[src/hw/pbs_dummy_removed.sv]
`timescale 1ns/10ps

[src/hw/pbs_pkg.sv]
package pbs_pkg;

  // ==========================================================
  // lamp colours, bits {red, green, blue}
  typedef logic [2:0] pbs_color_t;
  localparam pbs_color_t PBS_OFF     = 3'h0;
  localparam pbs_color_t PBS_BLUE    = 3'h1;
  localparam pbs_color_t PBS_GREEN   = 3'h2;
  localparam pbs_color_t PBS_RED     = 3'h4;
  localparam pbs_color_t PBS_MAGENTA = 3'h5;
  localparam pbs_color_t PBS_YELLOW  = 3'h6;
  localparam pbs_color_t PBS_WHITE   = 3'h7;

  typedef struct packed {
    pbs_color_t core_lamp;
    pbs_color_t mode_erase_lamp;
    pbs_color_t run_program_lamp;
    pbs_color_t debug_verify_lamp;
  } pbs_lamps_t;

  // flash engine phase report
  typedef struct packed {
    logic busy;
    logic ok;
    logic err;
  } pbs_flash_stat_t;

  typedef enum logic [2:0] {
    PBS_PH_IDLE = 3'b000,
    PBS_PH_SEL  = 3'b001,
    PBS_PH_BUSY = 3'b010,
    PBS_PH_OK   = 3'b011,
    PBS_PH_ERR  = 3'b100
  } pbs_phase_t;

  // ==========================================================
  // register map
  localparam logic [7:0]  PBS_OFF_CTRL     = 8'h00;
  localparam logic [7:0]  PBS_OFF_STATUS   = 8'h04;
  localparam logic [7:0]  PBS_OFF_IRQ_STAT = 8'h08;
  localparam logic [7:0]  PBS_OFF_IRQ_MASK = 8'h0C;
  localparam int          PBS_CTRL_SKIP    = 0;
  localparam int          PBS_CTRL_WBACK   = 1;
  localparam logic [1:0]  PBS_CTRL_RST     = 2'h0;
  localparam int          PBS_EV_HALT      = 0;
  localparam int          PBS_EV_START     = 1;
  localparam int          PBS_EV_ERASE_ERR = 2;
  localparam int          PBS_EV_PROG_ERR  = 3;
  localparam int          PBS_NEV          = 4;
  localparam logic [3:0]  PBS_IRQ_RST      = 4'h0;

  // ==========================================================
  // timing
  localparam int PBS_CLK_MHZ       = 100;
  localparam int PBS_BLINK_HALF_US = 250000;
  localparam int PBS_BLINK_HALF_CYC = PBS_BLINK_HALF_US * PBS_CLK_MHZ;

endpackage : pbs_pkg

[src/hw/pbs_leds.sv]
// Design decisions made here: the AHB-Lite slave port and the placing of the registers.
`timescale 1ns/10ps
module pbs_leds
  import pbs_pkg::*;
#(
  parameter int BLINK_HALF_CYC = PBS_BLINK_HALF_CYC
) (
  // clock and reset
  input  wire logic            hclk,
  input  wire logic            hresetn,
  // ahb-lite slave
  input  wire logic            hsel,
  input  wire logic [31:0]     haddr,
  input  wire logic [1:0]      htrans,
  input  wire logic            hwrite,
  input  wire logic [2:0]      hsize,
  input  wire logic [31:0]     hwdata,
  input  wire logic            hready,
  output logic                 hreadyout,
  output logic                 hresp,
  output logic [31:0]          hrdata,
  // panel pins
  input  wire logic            break_request_input_n,
  input  wire logic            core_select_switch,
  input  wire logic            function_select_switch_a,
  input  wire logic            function_select_switch_b,
  input  wire logic            restart_button_n,
  // target debug unit
  input  wire logic            target_running,
  input  wire logic            target_powered,
  input  wire logic            target_connected,
  input  wire logic            target_in_debug,
  input  wire logic            link_established,
  output logic                 halt_request,
  // flash engine
  input  wire pbs_flash_stat_t erase_stat,
  input  wire pbs_flash_stat_t program_stat,
  input  wire pbs_flash_stat_t verify_stat,
  output logic                 flash_start,
  output logic                 do_erase,
  output logic                 do_program,
  output logic                 do_verify,
  // indication
  output pbs_lamps_t           lamps,
  output logic                 irq
);

  // ==========================================================
  // functions
  function automatic pbs_color_t lamp_fn(input logic sel,
      input pbs_flash_stat_t st, input pbs_color_t col,
      input logic blink, input logic skip);
    pbs_phase_t ph;
    pbs_color_t c;
    ph = st.err ? PBS_PH_ERR : st.ok ? PBS_PH_OK :
         st.busy ? PBS_PH_BUSY : sel ? PBS_PH_SEL : PBS_PH_IDLE;
    case (ph)
      PBS_PH_ERR:  c = PBS_RED;
      PBS_PH_OK:   c = (skip && !blink) ? PBS_OFF : PBS_GREEN;
      PBS_PH_BUSY: c = blink ? col : PBS_OFF;
      PBS_PH_SEL:  c = col;
      default:     c = PBS_OFF;
    endcase
    return c;
  endfunction : lamp_fn

  // ==========================================================
  // pin synchronisers
  logic [4:0] pin_s1_r;
  logic [4:0] pin_s2_r;
  logic       brk_d_r;
  logic       rst_d_r;
  always_ff @(posedge hclk or negedge hresetn) begin
    if (!hresetn) begin
      pin_s1_r <= 5'h11;
      pin_s2_r <= 5'h11;
      brk_d_r  <= 1'b1;
      rst_d_r  <= 1'b1;
    end else begin
      pin_s1_r <= {break_request_input_n, function_select_switch_b,
                   function_select_switch_a, core_select_switch,
                   restart_button_n};
      pin_s2_r <= pin_s1_r;
      brk_d_r  <= pin_s2_r[4];
      rst_d_r  <= pin_s2_r[0];
    end
  end

  logic brk_fall;
  logic restart_press;
  assign brk_fall      = brk_d_r & ~pin_s2_r[4];
  assign restart_press = rst_d_r & ~pin_s2_r[0];

  // ==========================================================
  // switch capture
  logic [1:0] boot_cnt_r;
  logic       core_r;
  logic       fn_a_r;
  logic       fn_b_r;
  logic       boot_load;
  assign boot_load = (boot_cnt_r == 2'h2);
  always_ff @(posedge hclk or negedge hresetn) begin
    if (!hresetn) begin
      boot_cnt_r <= 2'h0;
      core_r     <= 1'b0;
      fn_a_r     <= 1'b0;
      fn_b_r     <= 1'b0;
    end else begin
      if (boot_cnt_r != 2'h3) begin
        boot_cnt_r <= boot_cnt_r + 2'h1;
      end
      if (boot_load || restart_press) begin
        core_r <= pin_s2_r[1];
        fn_a_r <= pin_s2_r[2];
        fn_b_r <= pin_s2_r[3];
      end
    end
  end

  logic dbg_mode;
  assign dbg_mode   = ~fn_a_r & ~fn_b_r;
  assign do_erase   = fn_a_r;
  assign do_program = fn_a_r;
  assign do_verify  = fn_b_r;

  // ==========================================================
  // break and start requests
  logic press_d_r;
  logic halt_r;
  logic start_r;
  always_ff @(posedge hclk or negedge hresetn) begin
    if (!hresetn) begin
      press_d_r <= 1'b0;
      halt_r    <= 1'b0;
      start_r   <= 1'b0;
    end else begin
      press_d_r <= restart_press;
      halt_r    <= brk_fall & dbg_mode & target_running;
      // family b leaves the break out
      start_r   <= ~dbg_mode & (press_d_r
                   | (brk_fall & ~core_r));
    end
  end
  assign halt_request = halt_r;
  assign flash_start  = start_r;

  // ==========================================================
  // target disconnect tracking
  logic pwr_d_r;
  logic con_d_r;
  logic disc_r;
  logic disc_set;
  logic disc_clr;
  assign disc_set = (pwr_d_r & ~target_powered)
                  | (con_d_r & ~target_connected);
  assign disc_clr = (~pwr_d_r & target_powered)
                  | (restart_press & target_connected);
  always_ff @(posedge hclk or negedge hresetn) begin
    if (!hresetn) begin
      pwr_d_r <= 1'b0;
      con_d_r <= 1'b0;
      disc_r  <= 1'b1;
    end else begin
      pwr_d_r <= target_powered;
      con_d_r <= target_connected;
      if (disc_set) begin
        disc_r <= 1'b1;
      end else if (disc_clr) begin
        disc_r <= 1'b0;
      end
    end
  end

  // ==========================================================
  // blink divider
  logic [31:0] blink_cnt_r;
  logic        blink_r;
  always_ff @(posedge hclk or negedge hresetn) begin
    if (!hresetn) begin
      blink_cnt_r <= 32'h0;
      blink_r     <= 1'b0;
    end else if (blink_cnt_r == 32'(BLINK_HALF_CYC - 1)) begin
      blink_cnt_r <= 32'h0;
      blink_r     <= ~blink_r;
    end else begin
      blink_cnt_r <= blink_cnt_r + 32'h1;
    end
  end

  // ==========================================================
  // registers
  logic [1:0]         ctrl_r;
  logic [PBS_NEV-1:0] irq_stat_r;
  logic [PBS_NEV-1:0] irq_mask_r;

  // ==========================================================
  // lamps
  pbs_lamps_t lamps_r;
  pbs_lamps_t lamps_nxt;
  always_comb begin
    lamps_nxt.core_lamp = core_r ? PBS_GREEN : PBS_BLUE;
    if (dbg_mode) begin
      lamps_nxt.mode_erase_lamp   = PBS_BLUE;
      lamps_nxt.run_program_lamp  =
        (target_running | disc_r) ? PBS_RED : PBS_OFF;
      lamps_nxt.debug_verify_lamp =
        (target_in_debug | (disc_r & ~link_established))
        ? PBS_GREEN : PBS_OFF;
    end else begin
      // selected phases start out steady
      lamps_nxt.mode_erase_lamp   = lamp_fn(do_erase, erase_stat,
        PBS_WHITE, blink_r, 1'b0);
      lamps_nxt.run_program_lamp  = lamp_fn(
        do_program | ctrl_r[PBS_CTRL_WBACK], program_stat,
        PBS_MAGENTA, blink_r, ctrl_r[PBS_CTRL_SKIP]);
      lamps_nxt.debug_verify_lamp = lamp_fn(do_verify, verify_stat,
        PBS_YELLOW, blink_r, 1'b0);
    end
  end
  always_ff @(posedge hclk or negedge hresetn) begin
    if (!hresetn) begin
      lamps_r <= '0;
    end else begin
      lamps_r <= lamps_nxt;
    end
  end
  assign lamps = lamps_r;

  // ==========================================================
  // ahb-lite slave
  logic       wr_ph_r;
  logic [7:0] wr_addr_r;
  logic [31:0] hrdata_r;
  logic       acc;
  logic       mapped;
  assign acc    = hsel & hready & htrans[1];
  assign mapped = (haddr[31:8] == 24'h0);
  always_ff @(posedge hclk or negedge hresetn) begin
    if (!hresetn) begin
      wr_ph_r   <= 1'b0;
      wr_addr_r <= 8'h0;
      hrdata_r  <= 32'h0;
    end else begin
      wr_ph_r   <= acc & hwrite & mapped;
      wr_addr_r <= haddr[7:0];
      hrdata_r  <= 32'h0;
      if (acc && !hwrite && mapped) begin
        case (haddr[7:0])
          PBS_OFF_CTRL:     hrdata_r <= {30'h0, ctrl_r};
          PBS_OFF_STATUS:   hrdata_r <= {25'h0, blink_r,
                              ~pin_s2_r[4], disc_r, dbg_mode,
                              fn_b_r, fn_a_r, core_r};
          PBS_OFF_IRQ_STAT: hrdata_r <= {28'h0, irq_stat_r};
          PBS_OFF_IRQ_MASK: hrdata_r <= {28'h0, irq_mask_r};
          default:          hrdata_r <= 32'h0;
        endcase
      end
    end
  end
  assign hreadyout = 1'b1;
  assign hresp     = 1'b0;
  assign hrdata    = hrdata_r;

  always_ff @(posedge hclk or negedge hresetn) begin
    if (!hresetn) begin
      ctrl_r     <= PBS_CTRL_RST;
      irq_mask_r <= PBS_IRQ_RST;
    end else if (wr_ph_r) begin
      if (wr_addr_r == PBS_OFF_CTRL) begin
        ctrl_r <= hwdata[1:0];
      end
      if (wr_addr_r == PBS_OFF_IRQ_MASK) begin
        irq_mask_r <= hwdata[PBS_NEV-1:0];
      end
    end
  end

  // ==========================================================
  // interrupts
  logic               eerr_d_r;
  logic               perr_d_r;
  logic [PBS_NEV-1:0] ev;
  logic [PBS_NEV-1:0] w1c;
  always_comb begin
    ev                   = '0;
    ev[PBS_EV_HALT]      = halt_r;
    ev[PBS_EV_START]     = start_r;
    ev[PBS_EV_ERASE_ERR] = erase_stat.err & ~eerr_d_r;
    ev[PBS_EV_PROG_ERR]  = program_stat.err & ~perr_d_r;
    w1c = (wr_ph_r && wr_addr_r == PBS_OFF_IRQ_STAT)
          ? hwdata[PBS_NEV-1:0] : '0;
  end
  always_ff @(posedge hclk or negedge hresetn) begin
    if (!hresetn) begin
      eerr_d_r   <= 1'b0;
      perr_d_r   <= 1'b0;
      irq_stat_r <= PBS_IRQ_RST;
    end else begin
      eerr_d_r   <= erase_stat.err;
      perr_d_r   <= program_stat.err;
      irq_stat_r <= (irq_stat_r & ~w1c) | ev;
    end
  end
  assign irq = |(irq_stat_r & irq_mask_r);

  // ==========================================================
  // checks
  chk_halt_on_break: assert property (@(posedge hclk)
    disable iff (!hresetn)
    brk_fall && dbg_mode && target_running |=> halt_request)
    else $error("break did not halt running target");
  chk_break_starts_a: assert property (@(posedge hclk)
    disable iff (!hresetn)
    brk_fall && !dbg_mode && !core_r && !restart_press
    |=> flash_start)
    else $error("break did not start flash sequence");
  chk_break_ignored_b: assert property (@(posedge hclk)
    disable iff (!hresetn)
    !dbg_mode && core_r && !press_d_r |=> !flash_start)
    else $error("break acted for family b");
  chk_core_lamp_col: assert property (@(posedge hclk)
    disable iff (!hresetn)
    hresetn |=> lamps.core_lamp == ($past(core_r) ? PBS_GREEN : PBS_BLUE))
    else $error("core lamp colour wrong");
  chk_mode_lamp_blue: assert property (@(posedge hclk)
    disable iff (!hresetn)
    hresetn && dbg_mode && $stable(dbg_mode)
    |=> lamps.mode_erase_lamp == PBS_BLUE)
    else $error("mode lamp not blue in debug mode");
  chk_run_lamp_red: assert property (@(posedge hclk)
    disable iff (!hresetn)
    hresetn && dbg_mode && (target_running || disc_r)
    |=> lamps.run_program_lamp == PBS_RED)
    else $error("run lamp not red");
  chk_disc_clear: assert property (@(posedge hclk)
    disable iff (!hresetn)
    $rose(target_powered) && !disc_set |=> !disc_r)
    else $error("disconnect not cleared on power-on");
  chk_dbg_lamp_green: assert property (@(posedge hclk)
    disable iff (!hresetn)
    hresetn && dbg_mode && target_in_debug
    |=> lamps.debug_verify_lamp == PBS_GREEN)
    else $error("debug lamp not green");
  chk_erase_err_red: assert property (@(posedge hclk)
    disable iff (!hresetn)
    !dbg_mode && erase_stat.err |=> lamps.mode_erase_lamp == PBS_RED)
    else $error("erase error not red");
  chk_switch_hold: assert property (@(posedge hclk)
    disable iff (!hresetn)
    boot_cnt_r == 2'h3 && !restart_press
    |=> $stable(core_r) && $stable(fn_a_r) && $stable(fn_b_r))
    else $error("switches resampled without restart");
  chk_press_start: assert property (@(posedge hclk)
    disable iff (!hresetn)
    restart_press && pin_s2_r[3:2] != 2'h0 |=> ##1 flash_start)
    else $error("restart did not start flash sequence");
  chk_irq_level: assert property (@(posedge hclk)
    disable iff (!hresetn)
    hresetn |=> irq == |($past(irq_stat_r & ~w1c | ev) & irq_mask_r))
    else $error("irq level does not follow status and mask");

endmodule : pbs_leds

[config.mk]
export PLATFORM = sky130hd
export DESIGN_NAME = pbs_leds
export DESIGN_NICKNAME = d
export VERILOG_FILES = /design/src/hw/pbs_dummy_removed.sv /design/src/hw/pbs_pkg.sv /design/src/hw/pbs_leds.sv
export SDC_FILE = /design/constraint.sdc
export NUM_CORES = 1
export LEC_CHECK = 0
export ABC_CLOCK_PERIOD_IN_PS = 4300
export BUFFER_PORTS_ARGS = -buffer_cell sky130_fd_sc_hd__buf_4
export CORE_UTILIZATION = 52
export DETAILED_ROUTE_END_ITERATION = 7
export GPL_TIMING_DRIVEN = 0
export PLACE_DENSITY_LB_ADDON = 0.2
export SYNTH_ARGS = -nofsm -noshare
export SYNTH_HDL_FRONTEND = slang
export SYNTH_SLANG_ARGS = --single-unit
[constraint.sdc]
create_clock -name hclk -period 4.3 [get_ports hclk]
set_input_delay 0 -clock hclk [delete_from_list [all_inputs] [get_ports hclk]]
set_output_delay 0 -clock hclk [all_outputs]
set_load 0.005 [all_outputs]
After elaboration in Yosys (flattened, before gate mapping). Index checks and enable logic that the tools add are counted.

Register bits after elaboration: 120. Word-level logic and storage cells: 134.

$add $sub $neg: 2. Equality and inequality tests: 20. Mux-type cells: 29. Bitwise gates (word level): 41. Reduce and logical (&&, ||, !) cells: 14.

Operator list (number): case mux 3 bit (4 select lines) (3); adder 32 x 1 -> 32 bit, second input constant (1); equality test 32 x 25 -> 1 bit, second input constant (1); equality test 8 x 4 -> 1 bit, second input constant (4); two-way mux 32 bit (1); case mux 7 bit (4 select lines) (1); zero test 24 bit (1); two-way mux 3 bit (7); bitwise AND 1 bit (18); equality test 3 x 2 -> 1 bit, second input constant (6); two-way mux 2 bit (9); zero test 8 bit (2); NOT 1 bit (13); equality test 3 x 1 -> 1 bit, second input constant (3); equality test 3 bit, second input constant (3); two-way mux 9 bit (1); bitwise AND 4 bit (2); equality test 8 x 3 -> 1 bit, second input constant (1); two-way mux 7 bit (1); OR 1 bit (6); two-way mux 1 bit (5); logical AND 1 bit (4); two-way mux 4 bit (1); NOT 4 bit (1); other kinds (9) (11).

Longest topological paths before layout.
Depth after elaboration: 8. Gate-level depth with buffers: 6. Depth with buffers taken out: 5.

Worst setup path after synthesis. OpenSTA, ideal clock, no wires.

Kind: reg2reg. Start point: reg blink_cnt_r[0]. End point: reg blink_cnt_r[24]. Library setup time: 0.073 ns. Data arrival time: 1.887 ns. Required time: 4.227 ns. Path slack: 2.340 ns. Stages on the path, launching flop included: 7. Buffers on the path: 1. Clock period less this slack: 1.960 ns. Path through: dfrtp_1 ha_1 nand4_2 or3_4 buf_6 or4_4 a21oi_2.

Cells in the longest elaborated chain, start to end: 2. Elaborated cells between the ends (all ways): 3.

Ends and longest elaborated chain: start, declared (RTL line pbs_leds.sv:176) `logic [31:0] blink_cnt_r;`; start signal, assigned (RTL line pbs_leds.sv:186) `blink_cnt_r <= blink_cnt_r + 32'h1;`; adder 32 x 1 -> 32 bit or equality test 32 x 25 -> 1 bit (tied branches) (RTL line pbs_leds.sv:186, pbs_leds.sv:182); two-way mux 32 bit * (RTL line pbs_leds.sv:182) `end else if (blink_cnt_r == 32'(BLINK_HALF_CYC - 1)) begin`.

Every way passes the cells marked *; elsewhere a longest branch is shown, timed or not. A chain may end at the register's enable or synchronous reset.

Worst setup path in the final report. Ends and elaborated chain as after synthesis.

==> metrics.md <==
| Metric | Value |
|---|---|
| Share of the synthesized area in the top cell type | 52.4% |
| Pwr dens | approximately 300 nW/um2 |
| Count leader, synth | dfrtp_1 |
| Least-Margin Pin Slew | between 1000 and 1500 ps |
| Root Buffer | clkbuf_8 |
| Achievable Freq | between 400 and 500 MHz |
| Worst reg-to-reg path cell count | 6 |
| Initial DRC Count | ~190 |
| Fin. Hold Viols | 0 |
| Post-CTS Setup Repair Bufs | 0 |
| Post-synth ARST share | 100% |
| Leak | 0.00260 uW |
| Drt first pass iters | 5 |
| Tot GR Track Use | 22.9% |
| CP Launch Type | flop |
| Global-route wire length before repair | 14900 um |
| Post-synth top area cell | dfrtp_1 |
| Max Cap Violations | 0 |
| Via Count | roughly 3.2k |
| Hold Crit Class | in -> reg |
| Dominant synthesized flop cell | dfrtp_1 |
| Global route overflow | 0 |
| Antenna Cells | 0 |
| Synth-to-Final Area Change | 32.2% |
| Vias in the first global route | 3191 |
| NumNets Final | between 600 and 700 |
| Synth Register Bits | 94 |
| RSZ-0062 raised after global routing | false |
| Cts bufs inserted | 9 |
| Flop pwr share | a little under three fifths |
| Pins Over Slew Limit | 0 |
| Share of total power in combinational logic | between 10% and 20% |
| I/O pins | roughly 150 |
| CP endpoint kind | flop |
| Largest net degree at the start of global routing | 95 |
| Sequential fraction of the synthesis area | a little under three fifths |
| Met2 Use GR | a little under two fifths |
| Design Area, Final | about 5500 um2 |
| Placed Area | around 5000 um2 |
| Setup CP Type | reg -> reg |
| Net Sw Power | around 400 uW |
| GR peak layer | met2 |
| Mapped Area | around 4200 um2 |
| H-tree level count | 3 |
| Antenna Nets Post-Route | 0 |
| Slew Limit Headroom | around a quarter |
| Skew final | 10.7 ps |
| Post-DP HPWL | about 6000 um |
| Syn Inst Count | around 360 |
| Die width | between 90 and 100 um |
| Internal | ~1300 uW |
| FILL cells | about 540 |
| # hold bufs at CTS | 32 |
| Post-CTS sizing | 0 |
| Mean Syn Cell Area | about 12 um2 |
| Global placer's final weighted congestion | roughly 0.84 |
| # DRC | 0 |
| Die H | about 90 um |
| Post-Place Setup Slack | 2150 ps |
| WP data required | around 4600 ps |
| R2R setup slack | 2140 ps |
| Synth warn | 0 |
| TritonCTS clock tree | yes |
| Hold Path Depth | 4 |
| Reg clk slew, reported paths | roughly 80 ps |
| Core Area | approximately 7700 um2 |
| Maximum fanout along the worst path | 10 |
| Synth cell types | 52 |
| Grt met3 use | 3.94% |
| Peak VDD IR | approximately 0.2 mV |
| Number of port buffers | between 80 and 90 |
| Routed WL | approximately 8900 um |
| TNS Setup | 0 ps |
| DR WL/cell | ~14 um |
| Clk pwr share | roughly 30% |
| # rows | 32 |
| Initial antenna violation count | 0 |
| Layout cells sized above 1 | 30.8% |
| Die area | ~8300 um2 |
| Clock Sink Count | 94 |
| # setup viols final | 0 |
| Switch share | 24.0% |
| GR Layer Usage met1 | 30.2% |
| Post-synth top cells | dfrtp_1, buf_4, nor2_1 |
| Avg Vias per Cell | about 5 |
| Fin crit period | between 2000 and 2500 ps |
| Clock latency on the worst-skew pair | 360 ps |
| Crit path setup slack, layout | 2140 ps |
| Clock Tree Buf Depth | 2 |
| Outcome | finished, final reports clean |
| Initial Util | 53.7% |
| Number of flops mapped to enable cells by yosys | 0 |
| Final period util | approximately 50% |
| Critical Path AT | roughly 2400 ps |
| Top post-synthesis cells by area | dfrtp_1, buf_4, dfstp_2 |
==> sequential cells by signal (all words and copies together), names as in the netlist, 2 cells and up <==
signal       flops
lamps           10
boot_cnt_r       2
pin_s1_r         5
irq_stat_r       4
pin_s2_r         5
hrdata           7
blink_cnt_r     32
irq_mask_r       4
wr_addr_r        8
ctrl_r           2
==> worst max-delay path: stages, from the launching register on <==
cell	delay, ps
dfrtp_1	420
ha_1	260
nand4_2	200
or3_4	440
buf_6	160
or4_4	480
a21oi_2	130
==> metrics by stage <==
stage	utilization [%]	cells	total power (uW)	hold slack (ps)
6_report	71.1	621	1650	30.3
5_1_grt	71.1	621	1720	66.8
4_1_cts	71.1	621	1660	17.5
3_5_place_dp	64.8	573	1140	109
3_3_place_gp	64.8	573	1130	109
2_1_floorplan	-	388	1030	-296
==> final timing paths <==
check,from,end
max reg2reg,blink_cnt_r[0],blink_cnt_r[24]
min in group asynchronous,hresetn,ctrl_r[1]
max in group asynchronous,hresetn,blink_cnt_r[14]
min reg2reg,pin_s1_r[1],pin_s2_r[1]
max,blink_cnt_r[0],blink_cnt_r[24]
min,verify_stat[2],lamps[2]
==> cells by family after synthesis <==
family                     count (synthesis)  share of synthesized area, %
adders and majority gates                  3                         0.904
DFF                                       94                          56.9
and+or+nand+nor                          130                          18.4
muxes                                     14                          4.31
buffers and inverters                     52                          7.65
xor gates and xnor gates                  24                          5.06
AOI/OAI and AO/OA                         42                          6.63
other                                      2                         0.181
==> per-layer routing <==
metal  routed length, um  vias to the layer above
li1                    -                     1539
met1                3960                     1511
met2                4280                      106
met3                 450                       18
met4                 189                        0
met5                   0                        -
==> final cells by class <==
cell class / instances / area, um2 / share of cell area, %
flip-flops and latches: 94 / 2360 / 43.0
multi-input cells: 242 / 1580 / 28.7
repair buffers: 115 / 943 / 17.2
plain buffers: 36 / 258 / 4.69
clock buffers: 10 / 128 / 2.32
well taps: 102 / 128 / 2.32
inverters: 16 / 60.1 / 1.09
clock inverters: 6 / 38.8 / 0.706
==> cell usage in the layout, fill, tap and decap left out, drive strengths merged, types with 13 or more instances in the layout <==
master,instances
buf,116
nor4,14
nand2,17
nor2,25
clkbuf,13
dfrtp,87
conb,29
inv,16
dlygate4sd3,32
nor3,14
==> power by group through the flow <==
stage / clock (uW) / combinational [uW] / sequential, uW
floorplan: 0 / 73.6 / 956
finish: 502 / 203 / 944
global placement: 0 / 173 / 959
CTS: 512 / 202 / 944
detailed placement: 0 / 177 / 961
global route: 550 / 224 / 949
No activity file was read; power rests on OpenSTA's default activity.
